## src/design/flag_ops_pkg.sv

```systemverilog
// Package with opcodes, flag positions, register offsets and reset values.
package flag_ops_pkg;

  // ********************************************************************
  // Widths and reset values
  // ********************************************************************
  localparam int          DATA_W       = 8;
  localparam int          BIT_SEL_W    = 3;
  localparam int          REG_IDX_W    = 5;
  localparam int          REG_COUNT    = 32;
  localparam logic [7:0]  STATUS_RST   = 8'h00;
  localparam logic [7:0]  REGFILE_RST  = 8'h00;

  // ********************************************************************
  // Flag positions inside the status register
  // ********************************************************************
  localparam int FLAG_C = 0;
  localparam int FLAG_Z = 1;
  localparam int FLAG_N = 2;
  localparam int FLAG_V = 3;
  localparam int FLAG_S = 4;
  localparam int FLAG_H = 5;
  localparam int FLAG_T = 6;
  localparam int FLAG_I = 7;

  // ********************************************************************
  // Operation codes
  // ********************************************************************
  typedef enum logic [4:0] {
    nop_op                    = 5'h00,
    set_carry_op              = 5'h01,
    clear_carry_op            = 5'h02,
    set_negative_op           = 5'h03,
    clear_negative_op         = 5'h04,
    set_zero_op               = 5'h05,
    clear_zero_op             = 5'h06,
    global_irq_enable_op      = 5'h07,
    global_irq_disable_op     = 5'h08,
    set_signed_op             = 5'h09,
    clear_signed_op           = 5'h0a,
    set_overflow_op           = 5'h0b,
    clear_overflow_op         = 5'h0c,
    set_transfer_op           = 5'h0d,
    clear_transfer_op         = 5'h0e,
    set_half_carry_op         = 5'h0f,
    clear_half_carry_op       = 5'h10,
    bit_load_from_transfer_op = 5'h11,
    bit_store_to_transfer_op  = 5'h12
  } flag_op_t;

  // ********************************************************************
  // APB register map and instruction register fields
  // ********************************************************************
  localparam logic [7:0] ADDR_INSTR    = 8'h00;
  localparam logic [7:0] ADDR_STATUS   = 8'h04;
  localparam logic [7:0] ADDR_REG_SEL  = 8'h08;
  localparam logic [7:0] ADDR_REG_DATA = 8'h0c;
  localparam int         INSTR_OP_LSB  = 0;
  localparam int         INSTR_REG_LSB = 8;
  localparam int         INSTR_BIT_LSB = 16;

  // APB slave states, one-hot.
  typedef enum logic [1:0] {
    APB_IDLE   = 2'b01,
    APB_ACCESS = 2'b10
  } apb_state_t;

endpackage : flag_ops_pkg

```

## src/design/flag_exec.sv

```systemverilog
// Combinational execution of one status-flag or bit-transfer operation.
`timescale 1ns/1ps

module flag_exec (
  input  wire flag_ops_pkg::flag_op_t i_op,
  input  wire logic [7:0]             i_status,
  input  wire logic [7:0]             i_reg_val,
  input  wire logic [2:0]             i_bit,
  output logic      [7:0]             o_status,
  output logic      [7:0]             o_reg_val,
  output logic                        o_reg_we
);

  // One-hot mask of a bit position, used for flags and register bits.
  function automatic logic [7:0] bit_mask(input int pos);
    bit_mask = 8'h01 << pos;
  endfunction : bit_mask

  // Read-modify-write: only the target bit of the status or register value moves.
  function automatic logic [7:0] put_flag(input logic [7:0] s,
                                          input int pos,
                                          input logic v);
    put_flag = v ? (s | bit_mask(pos)) : (s & ~bit_mask(pos));
  endfunction : put_flag

  always_comb begin
    o_status  = i_status;
    o_reg_val = i_reg_val;
    o_reg_we  = 1'b0;
    case (i_op)
      flag_ops_pkg::set_carry_op: begin
        o_status = put_flag(i_status, flag_ops_pkg::FLAG_C, 1'b1);
      end
      flag_ops_pkg::clear_carry_op: begin
        o_status = put_flag(i_status, flag_ops_pkg::FLAG_C, 1'b0);
      end
      flag_ops_pkg::set_negative_op: begin
        o_status = put_flag(i_status, flag_ops_pkg::FLAG_N, 1'b1);
      end
      flag_ops_pkg::clear_negative_op: begin
        o_status = put_flag(i_status, flag_ops_pkg::FLAG_N, 1'b0);
      end
      flag_ops_pkg::set_zero_op: begin
        o_status = put_flag(i_status, flag_ops_pkg::FLAG_Z, 1'b1);
      end
      flag_ops_pkg::clear_zero_op: begin
        o_status = put_flag(i_status, flag_ops_pkg::FLAG_Z, 1'b0);
      end
      flag_ops_pkg::global_irq_enable_op: begin
        o_status = put_flag(i_status, flag_ops_pkg::FLAG_I, 1'b1);
      end
      flag_ops_pkg::global_irq_disable_op: begin
        o_status = put_flag(i_status, flag_ops_pkg::FLAG_I, 1'b0);
      end
      flag_ops_pkg::set_signed_op: begin
        o_status = put_flag(i_status, flag_ops_pkg::FLAG_S, 1'b1);
      end
      flag_ops_pkg::clear_signed_op: begin
        o_status = put_flag(i_status, flag_ops_pkg::FLAG_S, 1'b0);
      end
      flag_ops_pkg::set_overflow_op: begin
        o_status = put_flag(i_status, flag_ops_pkg::FLAG_V, 1'b1);
      end
      flag_ops_pkg::clear_overflow_op: begin
        o_status = put_flag(i_status, flag_ops_pkg::FLAG_V, 1'b0);
      end
      flag_ops_pkg::set_transfer_op: begin
        o_status = put_flag(i_status, flag_ops_pkg::FLAG_T, 1'b1);
      end
      flag_ops_pkg::clear_transfer_op: begin
        o_status = put_flag(i_status, flag_ops_pkg::FLAG_T, 1'b0);
      end
      flag_ops_pkg::set_half_carry_op: begin
        o_status = put_flag(i_status, flag_ops_pkg::FLAG_H, 1'b1);
      end
      flag_ops_pkg::clear_half_carry_op: begin
        o_status = put_flag(i_status, flag_ops_pkg::FLAG_H, 1'b0);
      end
      flag_ops_pkg::bit_load_from_transfer_op: begin
        o_reg_val = put_flag(i_reg_val, int'(i_bit),
                             i_status[flag_ops_pkg::FLAG_T]);
        o_reg_we  = 1'b1;
      end
      flag_ops_pkg::bit_store_to_transfer_op: begin
        o_status = put_flag(i_status, flag_ops_pkg::FLAG_T,
                            i_reg_val[i_bit]);
      end
      default: begin
        o_status = i_status;
      end
    endcase
  end

endmodule : flag_exec

```

## src/design/status_flag_set_clear_ops.sv

```systemverilog
// Status-flag instruction execution with register file and APB access.
// Function
// - Bit load copies transfer flag into bit b of register d only.
// - Set/clear carry drives carry to 1/0 in one cycle, nothing else.
// - Set/clear negative drives negative flag to 1/0 in one cycle.
// - Set/clear zero drives zero flag to 1/0 in one cycle.
// - Interrupt enable/disable sets/clears interrupt flag in one cycle.
// - Set/clear signed drives signed test flag to 1/0 in one cycle.
// - Set/clear overflow drives overflow flag to 1/0 in one cycle.
// - Set/clear transfer drives transfer flag to 1/0 in one cycle.
// - Set/clear half-carry drives half-carry flag to 1/0 in one cycle.
// - Bit store copies bit b of register r into transfer flag.
`timescale 1ns/1ps

module status_flag_set_clear_ops #(
  parameter int REG_COUNT = flag_ops_pkg::REG_COUNT
) (
  input  wire logic                         i_sys_clk,
  input  wire logic                         i_rst_b,
  input  wire logic                         i_op_valid,
  input  wire flag_ops_pkg::flag_op_t       i_op_code,
  input  wire logic [flag_ops_pkg::REG_IDX_W-1:0] i_op_reg,
  input  wire logic [2:0]                   i_op_bit,
  input  wire logic                         i_psel,
  input  wire logic                         i_penable,
  input  wire logic                         i_pwrite,
  input  wire logic [31:0]                  i_paddr,
  input  wire logic [31:0]                  i_pwdata,
  output logic      [31:0]                  o_prdata,
  output logic                              o_pready,
  output logic                              o_pslverr,
  output logic      [7:0]                   o_status,
  output logic                              o_op_done
);

  // ********************************************************************
  // State
  // ********************************************************************
  logic [7:0]                     status_q;
  logic [7:0]                     regs_q [REG_COUNT];
  logic [flag_ops_pkg::REG_IDX_W-1:0] reg_sel_q;
  logic                           pend_q;
  flag_ops_pkg::flag_op_t         pend_op_q;
  logic [flag_ops_pkg::REG_IDX_W-1:0] pend_reg_q;
  logic [2:0]                     pend_bit_q;
  flag_ops_pkg::apb_state_t       apb_q;

  // ********************************************************************
  // APB decode
  // ********************************************************************
  logic                           apb_done;
  logic                           apb_wr;
  logic [7:0]                     offs;
  logic                           mapped;

  assign apb_done = i_psel && i_penable && o_pready;
  assign apb_wr   = apb_done && i_pwrite && mapped;
  assign offs     = i_paddr[7:0];
  assign mapped   = (i_paddr[31:8] == 24'h000000) &&
                    (offs == flag_ops_pkg::ADDR_INSTR ||
                     offs == flag_ops_pkg::ADDR_STATUS ||
                     offs == flag_ops_pkg::ADDR_REG_SEL ||
                     offs == flag_ops_pkg::ADDR_REG_DATA);

  // ********************************************************************
  // Operation select and execution
  // ********************************************************************
  // The decoder port has priority; an op issued over APB waits for a gap.
  logic                           run;
  flag_ops_pkg::flag_op_t         run_op;
  logic [flag_ops_pkg::REG_IDX_W-1:0] run_reg;
  logic [2:0]                     run_bit;
  logic [7:0]                     base_status;
  logic [7:0]                     new_status;
  logic [7:0]                     new_reg;
  logic                           reg_we;

  assign run     = i_op_valid || pend_q;
  assign run_op  = i_op_valid ? i_op_code : pend_op_q;
  assign run_reg = i_op_valid ? i_op_reg : pend_reg_q;
  assign run_bit = i_op_valid ? i_op_bit : pend_bit_q;

  // A same-cycle software write to the status is the base the op modifies.
  assign base_status = (apb_wr && offs == flag_ops_pkg::ADDR_STATUS) ?
                       i_pwdata[7:0] : status_q;

  flag_exec u_exec (
    .i_op      (run ? run_op : flag_ops_pkg::nop_op),
    .i_status  (base_status),
    .i_reg_val (regs_q[run_reg]),
    .i_bit     (run_bit),
    .o_status  (new_status),
    .o_reg_val (new_reg),
    .o_reg_we  (reg_we)
  );

  // Every flag operation completes in the single edge it is presented at.
  always_ff @(posedge i_sys_clk) begin
    if (!i_rst_b) begin
      status_q <= flag_ops_pkg::STATUS_RST;
    end else begin
      status_q <= new_status;
    end
  end

  always_ff @(posedge i_sys_clk) begin
    if (!i_rst_b) begin
      for (int i = 0; i < REG_COUNT; i++) begin
        regs_q[i] <= flag_ops_pkg::REGFILE_RST;
      end
    end else begin
      if (apb_wr && offs == flag_ops_pkg::ADDR_REG_DATA) begin
        regs_q[reg_sel_q] <= i_pwdata[7:0];
      end
      // The op's write comes last so it wins a collision on one register.
      if (run && reg_we) begin
        regs_q[run_reg] <= new_reg;
      end
    end
  end

  // ********************************************************************
  // Pending op from the APB instruction register
  // ********************************************************************
  always_ff @(posedge i_sys_clk) begin
    if (!i_rst_b) begin
      pend_q     <= 1'b0;
      pend_op_q  <= flag_ops_pkg::nop_op;
      pend_reg_q <= '0;
      pend_bit_q <= '0;
    end else if (apb_wr && offs == flag_ops_pkg::ADDR_INSTR) begin
      pend_q     <= 1'b1;
      pend_op_q  <= flag_ops_pkg::flag_op_t'(
                      i_pwdata[flag_ops_pkg::INSTR_OP_LSB +: 5]);
      pend_reg_q <= i_pwdata[flag_ops_pkg::INSTR_REG_LSB +:
                             flag_ops_pkg::REG_IDX_W];
      pend_bit_q <= i_pwdata[flag_ops_pkg::INSTR_BIT_LSB +: 3];
    end else if (!i_op_valid) begin
      pend_q     <= 1'b0;
    end
  end

  always_ff @(posedge i_sys_clk) begin
    if (!i_rst_b) begin
      reg_sel_q <= '0;
    end else if (apb_wr && offs == flag_ops_pkg::ADDR_REG_SEL) begin
      reg_sel_q <= i_pwdata[flag_ops_pkg::REG_IDX_W-1:0];
    end
  end

  // ********************************************************************
  // APB handshake and read data
  // ********************************************************************
  // No wait state: pready and prdata are registered in the setup phase, so the access phase completes at once.
  always_ff @(posedge i_sys_clk) begin
    if (!i_rst_b) begin
      apb_q     <= flag_ops_pkg::APB_IDLE;
      o_pready  <= 1'b0;
      o_pslverr <= 1'b0;
      o_prdata  <= '0;
    end else begin
      case (apb_q)
        flag_ops_pkg::APB_IDLE: begin
          o_pready  <= 1'b0;
          o_pslverr <= 1'b0;
          if (i_psel && !i_penable) begin
            apb_q     <= flag_ops_pkg::APB_ACCESS;
            o_pready  <= 1'b1;
            o_pslverr <= !mapped;
            o_prdata  <= '0;
            if (!i_pwrite && offs == flag_ops_pkg::ADDR_STATUS) begin
              o_prdata <= {24'h000000, status_q};
            end else if (!i_pwrite && offs == flag_ops_pkg::ADDR_REG_SEL) begin
              o_prdata <= {27'h0000000, reg_sel_q};
            end else if (!i_pwrite &&
                         offs == flag_ops_pkg::ADDR_REG_DATA) begin
              o_prdata <= {24'h000000, regs_q[reg_sel_q]};
            end else if (!i_pwrite && offs == flag_ops_pkg::ADDR_INSTR) begin
              o_prdata <= {31'h00000000, pend_q};
            end
          end
        end
        flag_ops_pkg::APB_ACCESS: begin
          apb_q     <= flag_ops_pkg::APB_IDLE;
          o_pready  <= 1'b0;
          o_pslverr <= 1'b0;
        end
        default: begin
          apb_q    <= flag_ops_pkg::APB_IDLE;
          o_pready <= 1'b0;
        end
      endcase
    end
  end

  // ********************************************************************
  // Outputs
  // ********************************************************************
  always_ff @(posedge i_sys_clk) begin
    if (!i_rst_b) begin
      o_status  <= flag_ops_pkg::STATUS_RST;
      o_op_done <= 1'b0;
    end else begin
      o_status  <= new_status;
      o_op_done <= run;
    end
  end

endmodule : status_flag_set_clear_ops

```

## config.mk

```make
export PLATFORM = sky130hd
export DESIGN_NAME = status_flag_set_clear_ops
export DESIGN_NICKNAME = d
export VERILOG_FILES = /design/src/design/flag_ops_pkg.sv /design/src/design/flag_exec.sv /design/src/design/status_flag_set_clear_ops.sv
export SDC_FILE = /design/constraint.sdc
export NUM_CORES = 1
export LEC_CHECK = 0
export BUFFER_PORTS_ARGS = -buffer_cell sky130_fd_sc_hd__buf_2
export CAP_MARGIN = 20
export CORE_ASPECT_RATIO = 2
export CORE_MARGIN = 10
export CORE_UTILIZATION = 50
export DETAILED_ROUTE_END_ITERATION = 8
export MAX_ROUTING_LAYER = met4
export PLACE_DENSITY = 0.68
export REMOVE_ABC_BUFFERS = 1
export SLEW_MARGIN = 20
export SYNTH_ARGS = -nofsm -noshare
export SYNTH_HDL_FRONTEND = slang
export SYNTH_SLANG_ARGS = --single-unit
```

## constraint.sdc

```tcl
create_clock -name i_sys_clk -period 8.6 [get_ports i_sys_clk]
set_clock_uncertainty 0.15 [all_clocks]
set_input_delay 1.29 -clock i_sys_clk [delete_from_list [all_inputs] [get_ports i_sys_clk]]
set_output_delay 1.29 -clock i_sys_clk [all_outputs]
set_load 0.03 [all_outputs]
```

-- Yosys cells after proc, flatten, opt, wreduce, memory -nomap -nowiden
Memory sizes are Yosys's and may differ from the RTL's. A register that Yosys moved wholly into a read port is not among the register bits.
Index checks and enable logic that the tools add are counted.
- register bits: 64
- memory bits (writable): 256
- input port bits: 83
- word-level logic and storage cells: 106
- memories kept: 1
- memories (name ; words ; bits a word ; rd ports ; clocked after memory_dff ; wr ports ; line ; RTL):
    regs_q ; 32 ; 8 ; 2 ; 1 ; 32 ; status_flag_set_clear_ops.sv:40 ; logic [7:0] regs_q [REG_COUNT];
- $lt $le $gt $ge: 1
- eq/ne operators: 24
- shifts and indexed selects: 1
- muxes and demuxes: 36
- bitwise operators: 3
- reductions and logical operators: 29
- operator list (kind ; count):
    $pmux 8 s17 ; 1
    $mux 8 ; 8
    $eq 5x4->1 const B ; 8
    $mux 5 ; 7
    $logic_not 24->1 ; 1
    $eq 5x3->1 const B ; 4
    $eq 8x4->1 const B ; 2
    $mux 1 ; 16
    $reduce_or 8->1 ; 2
    $eq 5x5->1 const B ; 3
    $logic_and 1x1->1 ; 15
    $eq 5x2->1 const B ; 2
    $and 8x8->8 ; 1
    $eq 8x3->1 const B ; 1
    $logic_not 8->1 ; 1
    $not 8->8 ; 1
    $or 8x8->8 ; 1
    $shl 1x3->8 const A ; 1
    $mux 7 ; 1
    $eq 5x1->1 const B ; 1
    $logic_or 1x1->1 ; 4
    $lt 3x4->1 const B ; 1
    $reduce_and 2->1 ; 2
    $bmux 1 s3 ; 1
    other kinds (7) ; 9

-- Depth between registers and ports, before layout
Gate-level depths: netlist of the first run.
- depth after elaboration: 12
- depth in mapped cells: 14

-- Cells and area by module
Synthesis of the first run repeated with hierarchy kept, for this count alone.
- cells, all modules: 1724
- area total of the unflattened synthesis: 18810.5 um^2
- modules (own cells, without submodules) (module ; instances ; cells an instance ; area an instance (um^2)):
    status_flag_set_clear_ops ; 1 ; 1652 ; 18328.8
    flag_exec ; 1 ; 72 ; 481.7

-- Worst setup path before layout of the first run
No wires, ideal clock.
- path type: input -> register
- start point: input i_paddr[1]
- end point: memory regs_q[17][0] (enable)
- library setup time: 0.376 ns
- arrival: 3.238 ns
- data required time: 8.074 ns
- setup slack: 4.836 ns
- stages on the path: 8
- buffers on the path: 1
- cell sequence: nor4_2 > nand4_1 > nor3_2 > and3_1 > nor2b_1 > nand2_1 > buf_2 > o211ai_1
- RTL lines (element ; line ; RTL):
    from (decl) ; status_flag_set_clear_ops.sv:27 ; input wire logic [31:0] i_paddr,
    to (decl) ; status_flag_set_clear_ops.sv:40 ;

==> out/metrics.csv, run 1 <==
metric,value,unit
status,"complete, no violations",
synth_edf_count,256,
synth_sequential_area_ratio,0.4620,
effective_utilization_at_floorplan,0.5070,
layout_min_cycle_time,5.448,ns
route.antenna.remaining_nets,0,
buffers_added_on_ports,85,
cp-start-kind,primary input,
setup_viol,0,
required,8.86,ns
cp_cell_sequence,"buf_2, buf_4, mux2i_4, buf_4, nor3_1, nor4_1, o22ai_1, nor3_2, and3_4, a31oi_4, buf_4, o2bb2ai_1",
timing.critical_path.slowest_cell_delay,0.96,ns
routedWlPerCell,33.20,um
total_power,3.470,mW
mappedNetlistArea,18590,sq um
max_freq,0.1836,GHz
regToRegStartpoint,pend_reg_q[1],
period_share,0.6335,
cap_viol_max_count,0,
num-fill-cells,3201,
setup_repair_after_global_routing_missed_its_margin,no,
clk_transition_reported_paths,0.07,ns
cpMaxStageDelayCell,sky130_fd_sc_hd__nor4_1,
placed_cell_area,19050,sq um
drt_iter0_markers,1990,
path_common_cell,sky130_fd_sc_hd__buf_4,
post_cts_buffers,0,
multiInputGateArea,9183,sq um
post_cts.resized_instances,0,
synth_compound_gate_area_share,0.1591,
detailedRoute.firstPassIterationCount,7,
timing.critical_path.to_type,flip-flop,
floorplan.die_area,45760,sq um
gp_congestion,1.033,
regArea,8594,sq um
antenna_cells_inserted,0,
worstHoldStart,o_prdata[0],
syn_to_final_growth,7.741,%
antenna_found_initial,0,
max_slew_margin,0.2329,
stdcell_count,2124,
route.top_layer_used,met4,
synth_ff_type,sky130_fd_sc_hd__edfxtp_1,
globalRouteOverflowTotal,0,
drt-vias-per-instance,7.180,
cts_hold_buffers,0,
hold_violations_final,0,
finish.instance_area,20030,sq um
grt_max_degree,60,
cts_buffers,26,
clock_sink_total,301,
leakage,6.650,nW
route.layer.met1.wl,22.15,mm
placementRows,99,
drc,0,
tritoncts,yes,
synth.mux.area_fraction,0.1586,
dp.final_hpwl,49.10,mm
level_count_of_the_clock_h_tree,1,
synth_top_family_by_area,simple AND/OR/NAND/NOR gates,
grtUsageTotal,0.3110,
postSynth.asyncResetShare,0,
avgSynthCellArea,11.24,sq um
die_height,292.7,um
post_route_cells_drive_above_1_share,0.2228,
synth.ff_latch_count,301,
synth.area.top_cells,"sky130_fd_sc_hd__edfxtp_1 (41%), sky130_fd_sc_hd__mux4_2 (11%), sky130_fd_sc_hd__nand2_1 (5.8%)",
worst-setup-path-type,in -> reg,
worst-path-max-fanout,40,
wire_length_of_the_first_global_routing_pass,101.9,mm
clk_root_buffer_cell,sky130_fd_sc_hd__clkbuf_16,
slew_violations,0,
synth_warn,0,
placeableCoreArea,36670,sq um
vdd_ir_drop_max,0.1213,mV
met2_length,35.44,mm
post_synth_xor_area_fraction,0,
postRouteWirelength,70.52,mm
number_of_nets_in_the_layout,1735,
numPlacedInstances,2076,
critPathLaunch,i_op_valid,
yosys.area.top_type,sky130_fd_sc_hd__edfxtp_1,
grt_pass1_vias,14950,
powerDensity,173.3,nW/um^2
clk_latency,0.58,ns
yosys.area_share.adder,0.001346,
synth_simple_gate_area_share,0.1644,
ys_types,79,
num_ports,126,
arrival,5.71,ns
totalNegativeSetupSlack,0,ns
synth_largest_type_area_fraction,0.4135,
clockBufferDepth,3,
met3WireLength,6.499,mm
min_path_type,reg -> reg,
synth_cells,1654,
fp.dieW,156.3,um
num_vias,15250,
worst-slew-pin-transition,1.140,ns
[where the power goes]
| group | switching [mW] | internal (mW) | total (mW) |
|---|---|---|---|
| Sequential | 0.0328 | 1.62 | 1.66 |
| Clock | 0.593 | 0.791 | 1.38 |
| Combinational | 0.322 | 0.108 | 0.430 |
[metrics by stage]
stage | utilization | worst slack, ns | hold WS [ns]
3_5_place_dp | 0.5195 | 2.827 | 0.2916
6_report | 0.5462 | 3.152 | 0.3024
5_1_grt | 0.5462 | 3.029 | 0.3145
4_1_cts | 0.5462 | 3.409 | 0.3028
2_1_floorplan | - | 3.448 | 0.3002
3_3_place_gp | 0.5191 | 2.897 | 0.2962
[Yosys cell counts, drive strengths merged, types with 4 or more instances]
cell type / n
a211oi: 7
a21oi: 22
a31oi: 9
a32oi: 4
and2: 12
and3: 7
buf: 106
clkbuf: 66
dfxtp: 45
edfxtp: 256
inv: 6
mux2: 8
mux2i: 78
mux4: 91
nand2: 311
nand2b: 8
nand3: 41
nand3b: 6
nand4: 31
nor2: 24
nor2b: 23
nor3: 59
nor3b: 27
nor4: 19
o211ai: 35
o21ai: 149
o22ai: 17
o2bb2ai: 128
o41ai: 9
[layout make-up]
cell class	instances	area share
timing repair buffer	117	0.03386
sequential	301	0.4291
clock buffer	32	0.03667
multi-input combinational	1198	0.4585
clock inverter	16	0.01237
inverter	6	0.001125
tap	454	0.02836
[state kept, by name, summed over array words and instances (netlist names), named ones only]
| register | cells |
|---|---|
| regs_q | 256 |
| o_prdata | 8 |
| o_status | 8 |
| pend_op_q | 5 |
| pend_reg_q | 5 |
| reg_sel_q | 5 |
| pend_bit_q | 3 |
| apb_q | 2 |
| o_op_done | 1 |
| o_pready | 1 |
| o_pslverr | 1 |
| pend_q | 1 |
[routing by layer]
metal / track usage / vias to the layer above
met5: - / -
met4: 0.2261 / 0
met3: 0.04785 / 279
met2: 0.5225 / 1091
met1: 0.3241 / 7493
li1: - / 6387
[critical path: cells and delay by family]
kind            cells  cell delay, ns
compound gates      3            0.56
mux                 1            0.89
simple gates        4            1.62
buf+inv             4            1.26
[logic make-up (layout without fill, tap and decap cells)]
kind of cell    after synthesis  in the layout
compound gates              408            408
fa+ha+maj                     2              2
buf+inv                     178            171
flops                       301            301
mux                         177            177
other cells                   1             24
simple gates                587            587
[final timing paths]
| kind | to | slack, ns | cells after the start |
|---|---|---|---|
| max | regs_q[24][7] | 3.15 | 12 |
| min | o_prdata[0] | 0.30 | 2 |
| max reg2reg | regs_q[24][7] | 4.03 | 10 |
| min reg2reg | o_prdata[0] | 0.30 | 2 |
[layout by cell type, fill, tap and decap left out, drive strengths merged, types with 27 or more instances in the layout]
| master | count |
|---|---|
| buf | 117 |
| nand3 | 41 |
| nor3b | 27 |
| nor3 | 59 |
| dfxtp | 45 |
| mux2i | 78 |
| o211ai | 35 |
| mux4 | 91 |
| o21ai | 149 |
| clkbuf | 32 |
| edfxtp | 256 |
| o2bb2ai | 128 |
| nand2 | 311 |
| nand4 | 31 |
Power figures use the tool's default switching activity.
==> inputs of run 2 (changes only) <==
--- a/config.mk
+++ b/config.mk
@@ -5,6 +5,7 @@
 export SDC_FILE = /design/constraint.sdc
 export NUM_CORES = 1
 export LEC_CHECK = 0
+export ABC_AREA = 1
 export BUFFER_PORTS_ARGS = -buffer_cell sky130_fd_sc_hd__buf_2
 export CAP_MARGIN = 20
 export CORE_ASPECT_RATIO = 2
==> constraint.sdc (replaced) <==
create_clock -name i_sys_clk -period 5.3 [get_ports i_sys_clk]
set_clock_uncertainty 0.15 [all_clocks]
set_input_delay 0.795 -clock i_sys_clk [delete_from_list [all_inputs] [get_ports i_sys_clk]]
set_output_delay 0.795 -clock i_sys_clk [all_outputs]
set_load 0.03 [all_outputs]
==> run 2 against run 1 <==
Effect of this change: register-to-register slack got worse by 2.5 ns; clock power grew 47%; non-clock buffer count is 39 higher; count of clock-buffer cells in the layout is 1 lower; highest routed layer unchanged; via count is 26% higher; die area rose by 1.7%; critical path type unchanged; design area increased by 3.7%; sequential power up 61%; cell count grew 42%; critical path depth up 3; routed wire length up 12%; worst hold slack improved by 0.0011 ns.
==> out/metrics.csv, run 2 <==
metric,value,unit,change
min_path_type,reg -> reg,,
floorplan.die_area,46510,sq um,+1.7%
p_int,3.945,mW,+56%
worst-slew-pin-transition,1.207,ns,+0.06736 ns
clk_transition_reported_paths,0.07,ns,about the same
finish.instance_area,20760,sq um,+3.7%
num_vias,19160,,+26%
final_cell_mix,"sky130_fd_sc_hd__nand2_1 (754), sky130_fd_sc_hd__inv_1 (275), sky130_fd_sc_hd__o22ai_1 (270)",,
largest_register_ff_count,256,,unchanged
vdd_ir_drop_max,0.3270,mV,+170%
required,5.35,ns,-3.51 ns
placementRows,100,,+1.0%
timing.final.ws_setup,1.306,ns,-1.846 ns
cts_hold_buffers,0,,unchanged
synth_compound_gate_area_share,0.2118,,+0.05266
totalNegativeSetupSlack,0,ns,unchanged
setup_viol,0,,unchanged
clock_sink_total,301,,unchanged
synth.mux.area_fraction,0,,-0.1586
path_common_cell,sky130_fd_sc_hd__inv_2,,
timing.critical_path.to_type,flip-flop,,
num_ports,126,,unchanged
post-place-ws,0.8148,ns,-2.012 ns
synth_warn,0,,unchanged
worst-path-max-fanout,18,,-55%
dp.final_hpwl,53.77,mm,+9.5%
cts_buffers,27,,+3.8%
period_share,0.7536,,
arrival,4.04,ns,-1.67 ns
drt_iter0_markers,2006,,+0.80%
gp_congestion,1.026,,-0.70%
placeableCoreArea,37290,sq um,+1.7%
number_of_nets_in_the_layout,2619,,+51%
synth.area.top_cells,"sky130_fd_sc_hd__edfxtp_1 (41%), sky130_fd_sc_hd__nand2_1 (15%), sky130_fd_sc_hd__o22ai_1 (8.9%)",,
clk_root_buffer_cell,sky130_fd_sc_hd__clkbuf_16,,
status,"complete, no violations",,
post_synth_xor_area_fraction,0,,unchanged
post_cts_buffers,0,,unchanged
fp.dieW,157.6,um,+0.80%
layout.cells.most_common,sky130_fd_sc_hd__nand2_1,,
tritoncts,yes,,
antenna_cells_inserted,0,,unchanged
level_count_of_the_clock_h_tree,1,,unchanged
biggestRegsByFlops,"regs_q: 256 flops, o_prdata: 8 flops, o_status: 8 flops",,
min_delay_path_depth,2,,unchanged
mappedNetlistArea,18930,sq um,+1.8%
yosysMostFrequentCell,sky130_fd_sc_hd__nand2_1,,
powerDensity,270.6,nW/um^2,+56%
postSynth.asyncResetShare,0,,unchanged
num-fill-cells,3515,,+9.8%
synth_ff_type,sky130_fd_sc_hd__edfxtp_1,,
routedWlPerCell,26.18,um,-21%
synth.top_cells.by_count,"sky130_fd_sc_hd__nand2_1 (756), sky130_fd_sc_hd__inv_1 (280), sky130_fd_sc_hd__o22ai_1 (270)",,
cp-start-kind,primary input,,
clk_latency,0.58,ns,about the same
cpMaxStageDelayCell,sky130_fd_sc_hd__nand2_1,,
cp_cell_sequence,"buf_2, inv_2, nor2_1, nor2_1, inv_2, nand2_1, nor2_2, inv_2, nor3_4, nand2_2, inv_1, nand2_1, nor2_1, inv_2, o211ai_1",,
synth_cells,2519,,+52%
drc,0,,unchanged
power.share.clock,0.361,,-0.038
grt_pass1_vias,18690,,+25%
timing.critical_path.slowest_cell_delay,0.51,ns,-0.45 ns
buffers_added_on_ports,85,,unchanged
total_power,5.619,mW,+62%
worst-setup-path-type,in -> reg,,
max_freq,0.2504,GHz,
max_slew_margin,0.1941,,-0.03879
synth_edf_count,256,,unchanged
power.share.sequential,0.475,,-0.002
share_comb_of_total_power,0.165,,+0.041
synth_top_family_by_area,simple AND/OR/NAND/NOR gates,,
top_register,regs_q,,
setup_repair_after_global_routing_missed_its_margin,no,,
slew_violations,0,,unchanged
ys_types,37,,-53%
antenna_found_initial,3,,+3
timing.hold.ws,0.3035,ns,+0.001097 ns
wire_length_of_the_first_global_routing_pass,114.6,mm,+12%
globalRouteOverflowTotal,0,,unchanged
leakage,8.536,nW,+28%
post_cts.resized_instances,0,,unchanged
die_height,295.2,um,+0.85%
worst_r2r_path_depth,12,,+2
synth.ff_latch_count,301,,unchanged
yosys.area_share.adder,0.001322,,-0.00002420
clockBufferDepth,3,,unchanged
postRouteWirelength,78.89,mm,+12%
layout_min_cycle_time,3.994,ns,
synth_sequential_area_ratio,0.4537,,-0.008306
grtUsageTotal,0.3434,,+0.03240
avgSynthCellArea,7.515,sq um,-33%
detailedRoute.firstPassIterationCount,6,,-1
route.antenna.remaining_nets,0,,unchanged
yosys.area.top_type,sky130_fd_sc_hd__edfxtp_1,,
synth_largest_type_area_fraction,0.4061,,-0.007435
grt_max_degree,125,,+110%
syn_to_final_growth,9.697,%,
placed_cell_area,19890,sq um,+4.4%
synth_simple_gate_area_share,0.2257,,+0.06129
swShare,0.2979,,+0.02472
hold_violations_final,0,,unchanged
post_route_cells_drive_above_1_share,0.1108,,-0.1120
drt-vias-per-instance,6.358,,-11%
effective_utilization_at_floorplan,0.5077,,+0.0006890
cap_viol_max_count,0,,unchanged
switchingPower,1.674,mW,+77%
==> run 2: area by class of cell <==
| type | instances | area, sq um | area share |
|---|---|---|---|
| inverter | 303 | 1137 | 0.05477 |
| tap | 459 | 574.3 | 0.02766 |
| clock inverter | 19 | 183.9 | 0.008858 |
| multi-input combinational | 1745 | 8512 | 0.4099 |
| clock buffer | 31 | 690.7 | 0.03326 |
| sequential | 301 | 8596 | 0.4140 |
| timing repair buffer | 156 | 1071 | 0.05158 |
==> run 2: per-layer routing <==
| metal | GRT usage | wire, um | vias up |
|---|---|---|---|
| met5 | - | 0 | - |
| met4 | 0.3179 | 8731 | 0 |
| met3 | 0.04861 | 7344 | 378 |
| met2 | 0.5602 | 37930 | 1343 |
| met1 | 0.3478 | 24890 | 8817 |
| li1 | - | - | 8625 |
==> run 2: power groups by stage <==
| stage | sequential [mW] | combinational [mW] | clock, mW |
|---|---|---|---|
| 6_report | 2.67 | 0.925 | 2.03 |
| 5_1_grt | 2.67 | 0.971 | 2.09 |
| 4_1_cts | 2.66 | 0.895 | 2.02 |
| 3_5_place_dp | 2.72 | 0.892 | 0 |
| 3_3_place_gp | 2.71 | 0.887 | 0 |
| 2_1_floorplan | 2.71 | 0.465 | 0 |
==> run 2: critical path: cells and delay by family <==
family	cells	cell delay [ns]
buffers and inverters	6	1.01
AND/OR/NAND/NOR	8	1.80
AO/OA/AOI/OAI	1	0.40
==> run 2: kinds of logic after synthesis <==
family	after synthesis
AND/OR/NAND/NOR	1024
AO/OA/AOI/OAI	695
buffers and inverters	496
flip-flops	301
adder cells (fa/ha/maj)	2
other	1
==> run 2: path summary, 6_finish.rpt <==
check,endpoint,from,slack [ns]
max,regs_q[21][5],i_op_valid,1.31
min,pend_op_q[3],pend_op_q[3],0.30
min reg2reg,pend_op_q[3],pend_op_q[3],0.30
max reg2reg,regs_q[21][5],pend_q,1.54
==> run 2: per-stage QoR <==
stage	std cells	utilization
2_1_floorplan	2349	-
3_3_place_gp	2964	0.5335
3_5_place_dp	2964	0.5335
4_1_cts	3014	0.5569
5_1_grt	3014	0.5569
6_report	3014	0.5569
